==> src/verilog/sfpe_pkg.sv <==
// constants and types for the serial flash program/erase sequencer
// assumes a 25 MHz system clock that samples the serial pins directly
package sfpe_pkg;
    // ----------------------------------------
    // opcodes
    // ----------------------------------------
    localparam logic [7:0] OP_WRITE_ENABLE   = 8'h06;
    localparam logic [7:0] OP_PAGE_PGM       = 8'h02;
    localparam logic [7:0] OP_PAGE_PGM_A32   = 8'h12;
    localparam logic [7:0] OP_QUAD_PGM       = 8'h32;
    localparam logic [7:0] OP_QUAD_PGM_A32   = 8'h34;
    localparam logic [7:0] OP_SECTOR_ERS     = 8'h20;
    localparam logic [7:0] OP_SECTOR_ERS_A32 = 8'h21;
    localparam logic [7:0] OP_HALF_ERS       = 8'h52;
    localparam logic [7:0] OP_HALF_ERS_A32   = 8'h53;
    localparam logic [7:0] OP_BLOCK_ERS      = 8'hD8;
    localparam logic [7:0] OP_BLOCK_ERS_A32  = 8'hDC;

    // ----------------------------------------
    // status layout and sizes
    // ----------------------------------------
    localparam int          SR1_BUSY_BIT = 0;
    localparam int          SR1_WRL_BIT  = 1;
    localparam logic [7:0]  SR1_RESET    = 8'h00;
    localparam int          PAGE_BYTES   = 256;
    localparam int          BLK_SECTORS  = 16;
    localparam logic [15:0] HALF_LO_MASK = 16'h00FF;
    localparam logic [15:0] HALF_HI_MASK = 16'hFF00;
    localparam logic [15:0] FULL_MASK    = 16'hFFFF;
    localparam int          CNT_W        = 10;
    localparam int          WAIT_W       = 24;

    // ----------------------------------------
    // timing
    // ----------------------------------------
    localparam int CLK_PERIOD_NS = 40;
    localparam int T_PGM_NS      = 100000;
    localparam int T_PRE_NS      = 100000;
    localparam int T_ERS_NS      = 1000000;
    localparam int PGM_CYC = (T_PGM_NS + CLK_PERIOD_NS - 1) / CLK_PERIOD_NS;
    localparam int PRE_CYC = (T_PRE_NS + CLK_PERIOD_NS - 1) / CLK_PERIOD_NS;
    localparam int ERS_CYC = (T_ERS_NS + CLK_PERIOD_NS - 1) / CLK_PERIOD_NS;

    // ----------------------------------------
    // types
    // ----------------------------------------
    typedef enum logic [1:0] {ARR_PGM, ARR_PRE, ARR_ERS} sfpe_arr_kind_t;

    typedef struct packed {
        logic           valid;
        sfpe_arr_kind_t kind;
        logic [31:0]    addr;
        logic [7:0]     data;
    } sfpe_arr_t;

    typedef struct packed {
        logic       quadEnable;
        logic       addrLen32;
        logic       fourLineMode;
    } sfpe_cfg_t;
endpackage : sfpe_pkg

==> src/verilog/sfpe_shift_rx.sv <==
// serial byte assembler: one or four bits per serial clock rise
// assumes pins are synchronous to mclk and width changes only on byte edges
`timescale 1ns/1ps
module sfpe_shift_rx (
    input  wire logic       mclk,
    input  wire logic       rst,
    input  wire logic       csN,
    input  wire logic       sclkRise,
    input  wire logic [3:0] ioIn,
    input  wire logic       wide,
    output logic            byteValid_ff,
    output logic [7:0]      byteData_ff,
    output logic [2:0]      bitCnt_ff
);
    logic [7:0] shift_ff;
    logic [7:0] nxt_shift;
    logic [2:0] nxt_bitCnt;

    // ----------------------------------------
    // shifting
    // ----------------------------------------
    always_comb begin
        if (wide) begin
            nxt_shift  = {shift_ff[3:0], ioIn};
            nxt_bitCnt = bitCnt_ff + 3'h4;
        end else begin
            nxt_shift  = {shift_ff[6:0], ioIn[0]};
            nxt_bitCnt = bitCnt_ff + 3'h1;
        end
    end

    always_ff @(posedge mclk) begin
        if (rst || csN) begin
            shift_ff     <= 8'h00;
            bitCnt_ff    <= 3'h0;
            byteValid_ff <= 1'b0;
            byteData_ff  <= 8'h00;
        end else begin
            byteValid_ff <= sclkRise && (nxt_bitCnt == 3'h0);
            if (sclkRise) begin
                shift_ff  <= nxt_shift;
                bitCnt_ff <= nxt_bitCnt;
                if (nxt_bitCnt == 3'h0) begin
                    byteData_ff <= nxt_shift;
                end
            end
        end
    end

    // ----------------------------------------
    // checks
    // ----------------------------------------
    property p_nibbleStep;
        @(posedge mclk) disable iff (rst)
        (sclkRise && wide && !csN) |=> (bitCnt_ff == $past(bitCnt_ff) + 3'h4);
    endproperty
    a_nibbleStep: assert property (p_nibbleStep) else $error("quad step not 4 bits");
endmodule : sfpe_shift_rx

==> src/verilog/sfpe_sequencer.sv <==
// program/erase command decoder and sequencer of the serial flash
// assumes pins are synchronous to mclk, and an array that acts on each
// arrCmd pulse; protSectors answers combinationally for protBlock
`timescale 1ns/1ps
module sfpe_sequencer #(
    parameter int PGM_CYCLES = sfpe_pkg::PGM_CYC,
    parameter int PRE_CYCLES = sfpe_pkg::PRE_CYC,
    parameter int ERS_CYCLES = sfpe_pkg::ERS_CYC
) (
    input  wire logic              mclk,
    input  wire logic              rst,
    input  wire logic              sclkIn,
    input  wire logic              csN,
    input  wire logic [3:0]        ioIn,
    input  wire sfpe_pkg::sfpe_cfg_t cfg,
    input  wire logic              clrEraseError,
    input  wire logic [15:0]       protSectors,
    output logic [15:0]            protBlock,
    output logic [7:0]             statusRegOne,
    output logic                   eraseError_ff,
    output sfpe_pkg::sfpe_arr_t    arrCmd_ff
);
    typedef enum logic [2:0] {
        ST_IDLE, ST_PROG, ST_PGWAIT, ST_PRE, ST_PREWAIT, ST_ERS, ST_ERWAIT
    } sfpe_state_t;

    // ----------------------------------------
    // decode helpers
    // ----------------------------------------
    function automatic logic [2:0] addrBytes(input logic [7:0] op, input logic a32);
        if (op == sfpe_pkg::OP_PAGE_PGM_A32 || op == sfpe_pkg::OP_QUAD_PGM_A32 ||
            op == sfpe_pkg::OP_SECTOR_ERS_A32 || op == sfpe_pkg::OP_HALF_ERS_A32 ||
            op == sfpe_pkg::OP_BLOCK_ERS_A32 || a32) begin
            return 3'h4;
        end
        return 3'h3;
    endfunction : addrBytes

    function automatic logic isQuad(input logic [7:0] op);
        return op == sfpe_pkg::OP_QUAD_PGM || op == sfpe_pkg::OP_QUAD_PGM_A32;
    endfunction : isQuad

    function automatic logic isProgram(input logic [7:0] op);
        return isQuad(op) || op == sfpe_pkg::OP_PAGE_PGM ||
               op == sfpe_pkg::OP_PAGE_PGM_A32;
    endfunction : isProgram

    function automatic logic [15:0] eraseMask(input logic [7:0] op, input logic [3:0] sec);
        if (op == sfpe_pkg::OP_SECTOR_ERS || op == sfpe_pkg::OP_SECTOR_ERS_A32) begin
            return 16'h0001 << sec;
        end
        if (op == sfpe_pkg::OP_HALF_ERS || op == sfpe_pkg::OP_HALF_ERS_A32) begin
            return sec[3] ? sfpe_pkg::HALF_HI_MASK : sfpe_pkg::HALF_LO_MASK;
        end
        if (op == sfpe_pkg::OP_BLOCK_ERS || op == sfpe_pkg::OP_BLOCK_ERS_A32) begin
            return sfpe_pkg::FULL_MASK;
        end
        return 16'h0000;
    endfunction : eraseMask

    // ----------------------------------------
    // declarations
    // ----------------------------------------
    logic                          sclkPrev_ff;
    logic                          csPrev_ff;
    logic                          sclkRise;
    logic                          csRise;
    logic                          wide;
    logic                          rxValid;
    logic [7:0]                    rxByte;
    logic [2:0]                    rxBitCnt;
    logic [sfpe_pkg::CNT_W-1:0]    byteCnt_ff;
    logic [7:0]                    opcode_ff;
    logic [31:0]                   addr_ff;
    logic [7:0]                    bufIdx_ff;
    logic [7:0]                    pageBuf_ff [sfpe_pkg::PAGE_BYTES];
    logic [sfpe_pkg::PAGE_BYTES-1:0] loaded_ff;
    logic [2:0]                    aBytes;
    logic [sfpe_pkg::CNT_W-1:0]    addrEnd;
    logic                          inData;
    logic                          idle;
    logic                          framed;
    logic                          cmdWren;
    logic                          pgmOk;
    logic                          ersOk;
    logic [15:0]                   reqMask;
    logic                          protHit;
    logic                          accept;
    logic                          startPgm;
    logic                          startErs;
    logic                          protFail;
    logic                          reject;
    logic                          opDone;
    logic                          wrLatch_ff;
    logic                          busy_ff;
    sfpe_state_t                   state_ff;
    logic [sfpe_pkg::WAIT_W-1:0]   waitCnt_ff;
    logic [7:0]                    stepIdx_ff;
    logic [15:0]                   reqMask_ff;

    // ----------------------------------------
    // pin sampling and byte assembly
    // ----------------------------------------
    always_ff @(posedge mclk) begin
        if (rst) begin
            sclkPrev_ff <= 1'b0;
            csPrev_ff   <= 1'b1;
        end else begin
            sclkPrev_ff <= sclkIn;
            csPrev_ff   <= csN;
        end
    end

    assign sclkRise = sclkIn && !sclkPrev_ff && !csN;
    assign csRise   = csN && !csPrev_ff;
    assign aBytes   = addrBytes(opcode_ff, cfg.addrLen32);
    assign addrEnd  = {7'h00, aBytes} + 10'h001;
    assign inData   = byteCnt_ff >= addrEnd;
    // whole frame on four lines in four-line mode; quad program data otherwise
    assign wide = cfg.fourLineMode ||
                  (isQuad(opcode_ff) && inData);

    sfpe_shift_rx u_sfpe_shift_rx (
        .mclk         (mclk),
        .rst          (rst),
        .csN          (csN),
        .sclkRise     (sclkRise),
        .ioIn         (ioIn),
        .wide         (wide),
        .byteValid_ff (rxValid),
        .byteData_ff  (rxByte),
        .bitCnt_ff    (rxBitCnt)
    );

    // ----------------------------------------
    // opcode, address and page buffer
    // ----------------------------------------
    always_ff @(posedge mclk) begin
        if (rst) begin
            byteCnt_ff <= 10'h000;
            opcode_ff  <= 8'h00;
            addr_ff    <= 32'h00000000;
            bufIdx_ff  <= 8'h00;
        end else if (csN) begin
            byteCnt_ff <= 10'h000;
        end else if (rxValid) begin
            // saturate so an overlong frame never looks like a short one
            if (byteCnt_ff != 10'h3FF) begin
                byteCnt_ff <= byteCnt_ff + 10'h001;
            end
            if (byteCnt_ff == 10'h000) begin
                opcode_ff <= rxByte;
                addr_ff   <= 32'h00000000;
            end else if (!inData) begin
                addr_ff <= {addr_ff[23:0], rxByte};
                if (byteCnt_ff == {7'h00, aBytes}) begin
                    bufIdx_ff <= rxByte;
                end
            end else begin
                bufIdx_ff <= bufIdx_ff + 8'h01;
            end
        end
    end

    // buffer is frozen while an operation reads it
    always_ff @(posedge mclk) begin
        if (rst) begin
            loaded_ff <= '0;
        end else if (rxValid && byteCnt_ff == 10'h000 && idle) begin
            loaded_ff <= '0;
        end else if (rxValid && inData && isProgram(opcode_ff) && idle) begin
            loaded_ff[bufIdx_ff] <= 1'b1;
        end
    end

    always_ff @(posedge mclk) begin
        if (rxValid && inData && isProgram(opcode_ff) && idle) begin
            pageBuf_ff[bufIdx_ff] <= rxByte;
        end
    end

    // ----------------------------------------
    // command acceptance on select rise
    // ----------------------------------------
    assign idle      = state_ff == ST_IDLE;
    assign framed    = rxBitCnt == 3'h0;
    assign cmdWren   = opcode_ff == sfpe_pkg::OP_WRITE_ENABLE &&
                       byteCnt_ff == 10'h001 && framed;
    assign pgmOk     = isProgram(opcode_ff) && framed && byteCnt_ff > addrEnd &&
                       (!isQuad(opcode_ff) || cfg.quadEnable);
    assign reqMask   = eraseMask(opcode_ff, addr_ff[15:12]);
    assign ersOk     = reqMask != 16'h0000 && framed && byteCnt_ff == addrEnd;
    assign protBlock = addr_ff[31:16];
    assign protHit   = (protSectors & reqMask) != 16'h0000;
    assign accept    = csRise && idle && wrLatch_ff;
    assign startPgm  = accept && pgmOk;
    assign startErs  = accept && ersOk && !protHit;
    assign protFail  = accept && ersOk && protHit;
    assign reject    = csRise && idle && byteCnt_ff != 10'h000 &&
                       (isProgram(opcode_ff) || reqMask != 16'h0000) &&
                       !startPgm && !startErs;

    always_ff @(posedge mclk) begin
        if (rst) begin
            wrLatch_ff <= 1'b0;
        end else if (csRise && idle && cmdWren) begin
            wrLatch_ff <= 1'b1;
        end else if (reject || opDone) begin
            wrLatch_ff <= 1'b0;
        end
    end

    always_ff @(posedge mclk) begin
        if (rst) begin
            eraseError_ff <= 1'b0;
        end else if (protFail) begin
            eraseError_ff <= 1'b1;
        end else if (clrEraseError) begin
            eraseError_ff <= 1'b0;
        end
    end

    always_ff @(posedge mclk) begin
        if (rst) begin
            busy_ff <= 1'b0;
        end else if (startPgm || startErs) begin
            busy_ff <= 1'b1;
        end else if (opDone) begin
            busy_ff <= 1'b0;
        end
    end

    always_comb begin
        statusRegOne = sfpe_pkg::SR1_RESET;
        statusRegOne[sfpe_pkg::SR1_BUSY_BIT] = busy_ff;
        statusRegOne[sfpe_pkg::SR1_WRL_BIT]  = wrLatch_ff;
    end

    // ----------------------------------------
    // array sequencing
    // ----------------------------------------
    assign opDone = (state_ff == ST_PGWAIT || state_ff == ST_ERWAIT) &&
                    waitCnt_ff == '0;

    always_ff @(posedge mclk) begin
        if (rst) begin
            state_ff   <= ST_IDLE;
            waitCnt_ff <= '0;
            stepIdx_ff <= 8'h00;
            reqMask_ff <= 16'h0000;
            arrCmd_ff  <= '0;
        end else begin
            arrCmd_ff.valid <= 1'b0;
            unique case (state_ff)
                ST_IDLE: begin
                    stepIdx_ff <= 8'h00;
                    if (startPgm) begin
                        state_ff <= ST_PROG;
                    end else if (startErs) begin
                        state_ff   <= ST_PRE;
                        reqMask_ff <= reqMask;
                    end
                end
                ST_PROG: begin
                    // only loaded bytes are written, so a partial page is legal
                    arrCmd_ff.valid <= loaded_ff[stepIdx_ff];
                    arrCmd_ff.kind  <= sfpe_pkg::ARR_PGM;
                    arrCmd_ff.addr  <= {addr_ff[31:8], stepIdx_ff};
                    arrCmd_ff.data  <= pageBuf_ff[stepIdx_ff];
                    stepIdx_ff      <= stepIdx_ff + 8'h01;
                    if (stepIdx_ff == 8'hFF) begin
                        state_ff   <= ST_PGWAIT;
                        waitCnt_ff <= sfpe_pkg::WAIT_W'(PGM_CYCLES - 1);
                    end
                end
                ST_PRE, ST_ERS: begin
                    arrCmd_ff.valid <= reqMask_ff[stepIdx_ff[3:0]];
                    arrCmd_ff.kind  <= state_ff == ST_PRE ? sfpe_pkg::ARR_PRE
                                                          : sfpe_pkg::ARR_ERS;
                    arrCmd_ff.addr  <= {addr_ff[31:16], stepIdx_ff[3:0], 12'h000};
                    arrCmd_ff.data  <= 8'hFF;
                    stepIdx_ff      <= stepIdx_ff + 8'h01;
                    if (stepIdx_ff[3:0] == 4'hF) begin
                        state_ff   <= state_ff == ST_PRE ? ST_PREWAIT : ST_ERWAIT;
                        waitCnt_ff <= state_ff == ST_PRE
                                    ? sfpe_pkg::WAIT_W'(PRE_CYCLES - 1)
                                    : sfpe_pkg::WAIT_W'(ERS_CYCLES - 1);
                    end
                end
                ST_PREWAIT: begin
                    stepIdx_ff <= 8'h00;
                    if (waitCnt_ff == '0) begin
                        state_ff <= ST_ERS;
                    end else begin
                        waitCnt_ff <= waitCnt_ff - 1'b1;
                    end
                end
                ST_PGWAIT, ST_ERWAIT: begin
                    if (waitCnt_ff == '0) begin
                        state_ff <= ST_IDLE;
                    end else begin
                        waitCnt_ff <= waitCnt_ff - 1'b1;
                    end
                end
            endcase
        end
    end

    // ----------------------------------------
    // checks
    // ----------------------------------------
    property p_needLatch;
        @(posedge mclk) disable iff (rst)
        (startPgm || startErs) |-> wrLatch_ff && $past(csN) == 1'b0;
    endproperty
    a_needLatch: assert property (p_needLatch) else $error("op without latch");

    property p_quadNeedsQe;
        @(posedge mclk) disable iff (rst)
        (startPgm && isQuad(opcode_ff)) |-> cfg.quadEnable;
    endproperty
    a_quadNeedsQe: assert property (p_quadNeedsQe) else $error("quad without enable");

    property p_eraseLength;
        @(posedge mclk) disable iff (rst)
        startErs |-> rxBitCnt == 3'h0 && byteCnt_ff ==
            ((cfg.addrLen32 || opcode_ff inside {8'h21, 8'h53, 8'hDC}) ? 10'h005 : 10'h004);
    endproperty
    a_eraseLength: assert property (p_eraseLength) else $error("erase length wrong");

    property p_eraseStarts;
        @(posedge mclk) disable iff (rst)
        startErs |=> busy_ff && statusRegOne[0] && state_ff == ST_PRE;
    endproperty
    a_eraseStarts: assert property (p_eraseStarts) else $error("erase did not start");

    property p_protError;
        @(posedge mclk) disable iff (rst)
        protFail |=> eraseError_ff && !busy_ff && !wrLatch_ff;
    endproperty
    a_protError: assert property (p_protError) else $error("protected erase ran");

    property p_latchDrop;
        @(posedge mclk) disable iff (rst)
        $fell(busy_ff) |-> !wrLatch_ff;
    endproperty
    a_latchDrop: assert property (p_latchDrop) else $error("latch kept after op");

    property p_halfMask;
        @(posedge mclk) disable iff (rst)
        (startErs && opcode_ff inside {8'h52, 8'h53}) |=>
            reqMask_ff == ($past(addr_ff[15]) ? 16'hFF00 : 16'h00FF);
    endproperty
    a_halfMask: assert property (p_halfMask) else $error("half block mask wrong");

    property p_progRuns;
        @(posedge mclk) disable iff (rst)
        startPgm |=> (state_ff == ST_PROG)[*8];
    endproperty
    a_progRuns: assert property (p_progRuns) else $error("program not run");

    property p_preFirst;
        @(posedge mclk) disable iff (rst)
        $rose(state_ff == ST_ERS) |-> $past(state_ff) == ST_PREWAIT;
    endproperty
    a_preFirst: assert property (p_preFirst) else $error("erase without preprogram");

    property p_quadPgm;
        @(posedge mclk) disable iff (rst)
        startPgm && isQuad(opcode_ff);
    endproperty
    c_quadPgm: cover property (p_quadPgm);

    property p_halfErs;
        @(posedge mclk) disable iff (rst)
        startErs && opcode_ff == sfpe_pkg::OP_HALF_ERS;
    endproperty
    c_halfErs: cover property (p_halfErs);

    property p_protHit;
        @(posedge mclk) disable iff (rst)
        protFail;
    endproperty
    c_protHit: cover property (p_protHit);
endmodule : sfpe_sequencer

==> config.mk <==
export PLATFORM = sky130hd
export DESIGN_NAME = sfpe_sequencer
export DESIGN_NICKNAME = d
export VERILOG_FILES = /design/src/verilog/sfpe_pkg.sv /design/src/verilog/sfpe_shift_rx.sv /design/src/verilog/sfpe_sequencer.sv
export SDC_FILE = /design/constraint.sdc
export NUM_CORES = 2
export LEC_CHECK = 0
export BUFFER_PORTS_ARGS = -buffer_cell sky130_fd_sc_hd__buf_2
export CORE_ASPECT_RATIO = 0.9
export CORE_MARGIN = 2
export CORE_UTILIZATION = 60
export DETAILED_ROUTE_END_ITERATION = 8
export PLACE_DENSITY = 0.76
export RECOVER_POWER = 100
export SYNTH_ARGS = -nofsm -noshare
export SYNTH_HDL_FRONTEND = slang
export SYNTH_SLANG_ARGS = --single-unit
==> constraint.sdc <==
create_clock -name mclk -period 7.4 [get_ports mclk]
set_input_delay 1.11 -clock mclk [delete_from_list [all_inputs] [get_ports mclk]]
set_output_delay 1.11 -clock mclk [all_outputs]
set_load 0.1 [all_outputs]
# Word-level counts from Yosys, hierarchy flattened

Memory sizes are Yosys's and may differ from the RTL's. A register that Yosys moved wholly into a read port is not among the register bits.
Cells that the tools add are included.

Add/subtract/negate cells: 7
Bitwise operators: 5
Magnitude comparators: 6
Shifts and indexed selects: 1
Reduce and logical (&&, ||, !) cells: 85
Equality and inequality tests: 30
Mux-type cells: 54

Operators by type and width:

| cell                                                       | count |
|---|---|
| OR 256 bit                                                 | 1 |
| 2-to-1 mux 16 bit                                          | 7 |
| one-hot mux 43 bit (2 select lines)                        | 1 |
| 2-to-1 mux 24 bit                                          | 3 |
| one-hot mux 24 bit (3 select lines)                        | 1 |
| 2-to-1 mux 32 bit                                          | 2 |
| 2-to-1 mux 8 bit                                           | 5 |
| == test 8 x 6 -> 1 bit, second input constant              | 4 |
| nonzero test 16 bit                                        | 2 |
| logical AND 1 bit                                          | 30 |
| 2-to-1 mux 3 bit                                           | 9 |
| == test 8 bit, second input constant                       | 3 |
| logical NOT 24 bit                                         | 1 |
| subtractor 24 x 1 -> 24 bit, second input constant         | 1 |
| logical OR 1 bit                                           | 18 |
| less-than comparator 8 x 9 -> 1 bit, second input constant | 2 |
| 2-to-1 mux 1 bit                                           | 18 |
| adder 8 x 1 -> 8 bit, second input constant                | 2 |
| AND 16 bit                                                 | 1 |
| == test 8 x 7 -> 1 bit, second input constant              | 2 |
| one-hot mux 8 bit (2 select lines)                         | 1 |
| left shift 1 x 4 -> 16 bit, first input constant           | 1 |
| 2-to-1 mux 15 bit                                          | 1 |
| one-hot mux 3 bit (5 select lines)                         | 1 |
| 39 further kinds                                           | 71 |

Input port bits: 28
Word-level logic and storage cells: 211
Register bits after elaboration: 432
Output and inout bits: 68
RAM bits: 2,048
Memories kept: 1

Memories:

| name       | depth | width | read ports | clocked after Yosys merged registers in | write ports | line                 | source |
|---|---|---|---|---|---|---|---|
| pageBuf_ff | 256   | 8     | 1          | 1                                       | 1           | sfpe_sequencer.sv:76 | `logic [7:0] pageBuf_ff [sfpe_pkg::PAGE_BYTES];` |

# Longest topological paths before layout

Depth after elaboration: 19
Gate-level depth with buffers: 16
Mapped depth without buffers: 13

# By module

From an unflattened synthesis, not the netlist that was laid out.

Cell total of the unflattened synthesis: 5,623
Area total of the unflattened synthesis: 96,796.6 um^2

By module, submodules not included:

| module         | area an instance (um^2) | times used | seq. area each (um^2) | cells an instance |
|---|---|---|---|---|
| sfpe_sequencer | 95,940.8                | 1          | 69,927.1              | 5,537 |
| sfpe_shift_rx  | 855.8                   | 1          | 380.4                 | 86 |

# Least setup slack after synthesis

No wires, ideal clock.

Kind: register -> register
Start point: register u_sfpe_shift_rx.byteData_ff[0]
End point: memory pageBuf_ff[0][0] (data pin)
Clock period less this slack: 4.317 ns
Data required time: 6.533 ns
Path buffers: 0
Path slack: 3.083 ns
Stages on the path, launching flop included: 1
Library setup time: 0.867 ns
Data arrival time: 3.450 ns
Cell sequence: dfxtp_1

RTL lines:

| element                  | line                 | source |
|---|---|---|
| start: declaration       | sfpe_shift_rx.sv:12  | `output logic [7:0] byteData_ff,` |
| start signal: assignment | sfpe_shift_rx.sv:44  | `byteData_ff <= nxt_shift;` |
| end: declaration         | sfpe_sequencer.sv:76 |  |

No word-level cell before the write port.

# Final worst setup path

Start point: register u_sfpe_shift_rx.byteData_ff[2]
End point: memory pageBuf_ff[23][2] (data pin)

No word-level cell before the write port.

==> results.sh <==
export IMPL_cp_top_family="buffers and inverters"
export IMPL_critPathCaptureType="flop"
export IMPL_post_cts_buffers=0
export IMPL_synth_top_area_share_pct=63.43
export IMPL_hpwl_mm=153.4
export IMPL_dr_first_iter_drc_count=8058
export IMPL_worstSetupPathType="flop to flop"
export IMPL_setup_viol=0
export IMPL_cp_arrival_ns=6.28
export IMPL_yosys_warnings=0
export IMPL_fin_cells=7668
export IMPL_worst_ep_required_time_ns=7.41
export IMPL_syn_area_um2=96960
export IMPL_regArea_um2=70340
export IMPL_fill_cells=10200
export IMPL_p_per_area_nw_per_um2=263.4
export IMPL_grt_pass1_vias=51440
export IMPL_yosys_area_share_simple_pct=4.160
export IMPL_die_area_um2=164800
export IMPL_worst_ir_drop_vdd_uv=257.7
export IMPL_ys_top_cells_by_area="edfxtp_1 (63%), mux4_2 (14%), dfxtp_1 (9.1%), o21a_1 (2.0%), mux2i_1 (1.7%)"
export IMPL_synth_flop_cell="edfxtp_1"
export IMPL_slowest_delay_ns=3.14
export IMPL_regToRegStartpoint="u_sfpe_shift_rx.byteData_ff[2]"
export IMPL_worst_path_buf_inv=1
export IMPL_synth_compound_area_share_pct=5.037
export IMPL_maxSlewViolCount=2320
export IMPL_drive_above_1_share_pct=20.15
export IMPL_grt_use_total_pct=31.33
export IMPL_rows=139
export IMPL_synth_top_family_by_area="multiplexers"
export IMPL_drtPass1Iterations=6
export IMPL_place_congestion=0.9119
export IMPL_die_width_um=427.7
export IMPL_worst_pin_slew_ns=4.313
export IMPL_clock_sinks=2488
export IMPL_cts_tree="yes"
export IMPL_synth_edff_count=2048
export IMPL_synth_xor_area_share_pct=0.2710
export IMPL_ys_types=86
export IMPL_routed_via_count=53240
export IMPL_timing_rr_end="pageBuf_ff[23][2]"
export IMPL_grt_max_degree=186
export IMPL_startpoint_type="flop"
export IMPL_hp_class="flop to flop"
export IMPL_min_period_ns=6.265
export IMPL_yosysSeqAreaShare_pct=72.51
export IMPL_totalWireLength_mm=254.9
export IMPL_syn_to_final_growth_pct=10.20
export IMPL_synthAdderAreaFrac_pct=0.1549
export IMPL_relSlewSlack_pct=-187.5
export IMPL_total_power_mw=28.14
export IMPL_cts_resized=0
export IMPL_clock_latency_ns=0.87
export IMPL_start_util_pct=60.60
export IMPL_die_y_um=385.4
export IMPL_yosysMostFrequentCell="edfxtp_1"
export IMPL_coreArea_um2=160000
export IMPL_synthMuxAreaShare_pct=16.03
export IMPL_ant_nets=0
export IMPL_drv_cap=32
export IMPL_gr_total_overflow=0
export IMPL_port_buffers=89
export IMPL_fmax_mhz=159.6
export IMPL_yosys_area_top_type="edfxtp_1"
export IMPL_root_buffer="clkbuf_16"
export IMPL_yosys_top_cells_count="edfxtp_1 (2048), mux4_2 (609), dfxtp_1 (440), nor2_1 (424), o21a_1 (259)"
export IMPL_drcViolationCount=0
export IMPL_place_area_um2=99360
export IMPL_rsz0062_at_grt="false"
export IMPL_syn_inst=5281
export IMPL_cts_path_max_buffers=3
export IMPL_slowest_stage="clkbuf_1"
export IMPL_ff2ff_path_depth=1
export IMPL_violations="capacitance limit, slew limit"
export IMPL_wl_per_cell_um=33.24
export IMPL_tns_ns=0
export IMPL_hold_end="addr_ff[6]"
export IMPL_htreeDepth=4
export IMPL_hold_buffers=0
export IMPL_cts_buffers=228
export IMPL_path_clk_slew_ns=0.06
export IMPL_finalHoldViolCount=0
export IMPL_hold_path_depth=2
export IMPL_ios=96
export IMPL_place_inst=7227
export IMPL_avgSynthCellArea_um2=18.36
export IMPL_multi_input_area_um2=24870
export IMPL_crit_chain="clkbuf_1"
export IMPL_antenna_found_initial=9
export IMPL_grt_pass1_wl_mm=367.4
export IMPL_finalClockSkew_ns=0.04414
export IMPL_p_leak_nw=37.25
export IMPL_final_nets=5382
export IMPL_hp_start="addr_ff[6]"
export IMPL_synth_ff_latch_count=2488
export IMPL_status="finished, violations left"
export IMPL_ff2ff_setup_slack_ns=1.13
export IMPL_viasPerCell=6.943
export IMPL_finalInstanceArea_um2=106800
export IMPL_synth_async_reset_ratio_pct=0
export IMPL_cp_max_fo=83
export IMPL_finalCritPeriodShare_pct=84.67
==> layer usage <==
layer | part of all wire (%) | up-vias | track usage (%)
li1 | - | 21350 | -
met1 | 38 | 27340 | 46.17
met2 | 45 | 4009 | 45.47
met3 | 14 | 535 | 8.935
met4 | 3.9 | 4 | 10.87
met5 | 0.011 | - | 0
==> placed cells by master (no fill, tap or decap), types with 21 or more instances in the layout <==
cell type  instances
mux2i_1          160
mux4_2           609
clkbuf_8          22
o211ai_1          21
nor2_1           425
clkbuf_16        235
dfxtp_1          430
clkinv_1          31
clkinv_2          50
nor2b_1           28
nand2_1          178
bufinv_16         26
o21a_1           259
o22ai_1           26
o21ai_0           57
a22oi_1           80
nor3_1            29
clkbuf_1         124
edfxtp_1        2048
buf_4             48
a21oi_1          129
a211oi_1          36
buf_2             26
nand3_1           73
==> state kept, by name (all words and copies together) (netlist names), named ones only <==
signal                        flops
addr_ff                          32
arrCmd_ff                        43
bufIdx_ff                         8
busy_ff                           1
byteCnt_ff                       10
csPrev_ff                         1
eraseError_ff                     1
loaded_ff                       256
opcode_ff                         8
pageBuf_ff                     2048
reqMask_ff                       16
sclkPrev_ff                       1
state_ff                          3
stepIdx_ff                        8
u_sfpe_shift_rx.bitCnt_ff         3
u_sfpe_shift_rx.byteData_ff       8
u_sfpe_shift_rx.byteValid_ff      1
u_sfpe_shift_rx.shift_ff          7
waitCnt_ff                       24
wrLatch_ff                        1
==> worst max path at each step <==
stage                                               from                  to  slack (ns)  cells after the start
after global placement                            cfg[1]  pageBuf_ff[196][2]        1.81                     10
final                     u_sfpe_shift_rx.byteData_ff[2]   pageBuf_ff[23][2]        1.13                      1
after floorplan           u_sfpe_shift_rx.byteData_ff[0]    pageBuf_ff[0][0]        3.08                      0
after detailed placement                          cfg[1]  pageBuf_ff[136][2]        1.80                     10
after CTS                                   opcode_ff[5]  pageBuf_ff[131][7]        2.16                     11
after global routing      u_sfpe_shift_rx.byteData_ff[2]   pageBuf_ff[23][2]        0.94                      1
==> per-stage QoR <==
stage	setup slack [ns]	util [%]	hold WS, ns
after floorplan	3.083	-	0.4322
after global placement	1.812	62.10	0.4381
after detailed placement	1.800	62.10	0.4443
after CTS	2.160	66.97	0.4542
after global routing	0.9379	66.77	0.4701
final	1.135	66.78	0.4573
==> logic make-up after synthesis <==
group,Yosys count
XOR/XNOR,30
AO/OA/AOI/OAI,708
AND/OR/NAND/NOR,884
flip-flops,2488
multiplexers,789
buffers and inverters,369
other,1
adder cells (fa/ha/maj),12
==> power breakdown <==
part	switching, mW	internal, mW	total (mW)
combinational	0.638	0.265	0.904
sequential	0.0931	15.0	15.1
clock	5.20	6.95	12.2
total	5.93	22.2	28.1
==> cell type report <==
type / count / share of cell area [%]
antenna: 4 / 0.009368
clock buffer: 300 / 5.938
clock inverter: 137 / 1.358
inverter: 19 / 0.06675
multi-input combinational: 2429 / 23.28
sequential: 2488 / 65.83
tap: 2115 / 2.477
timing repair buffer: 176 / 1.041
(Power assumes the default switching activity.)
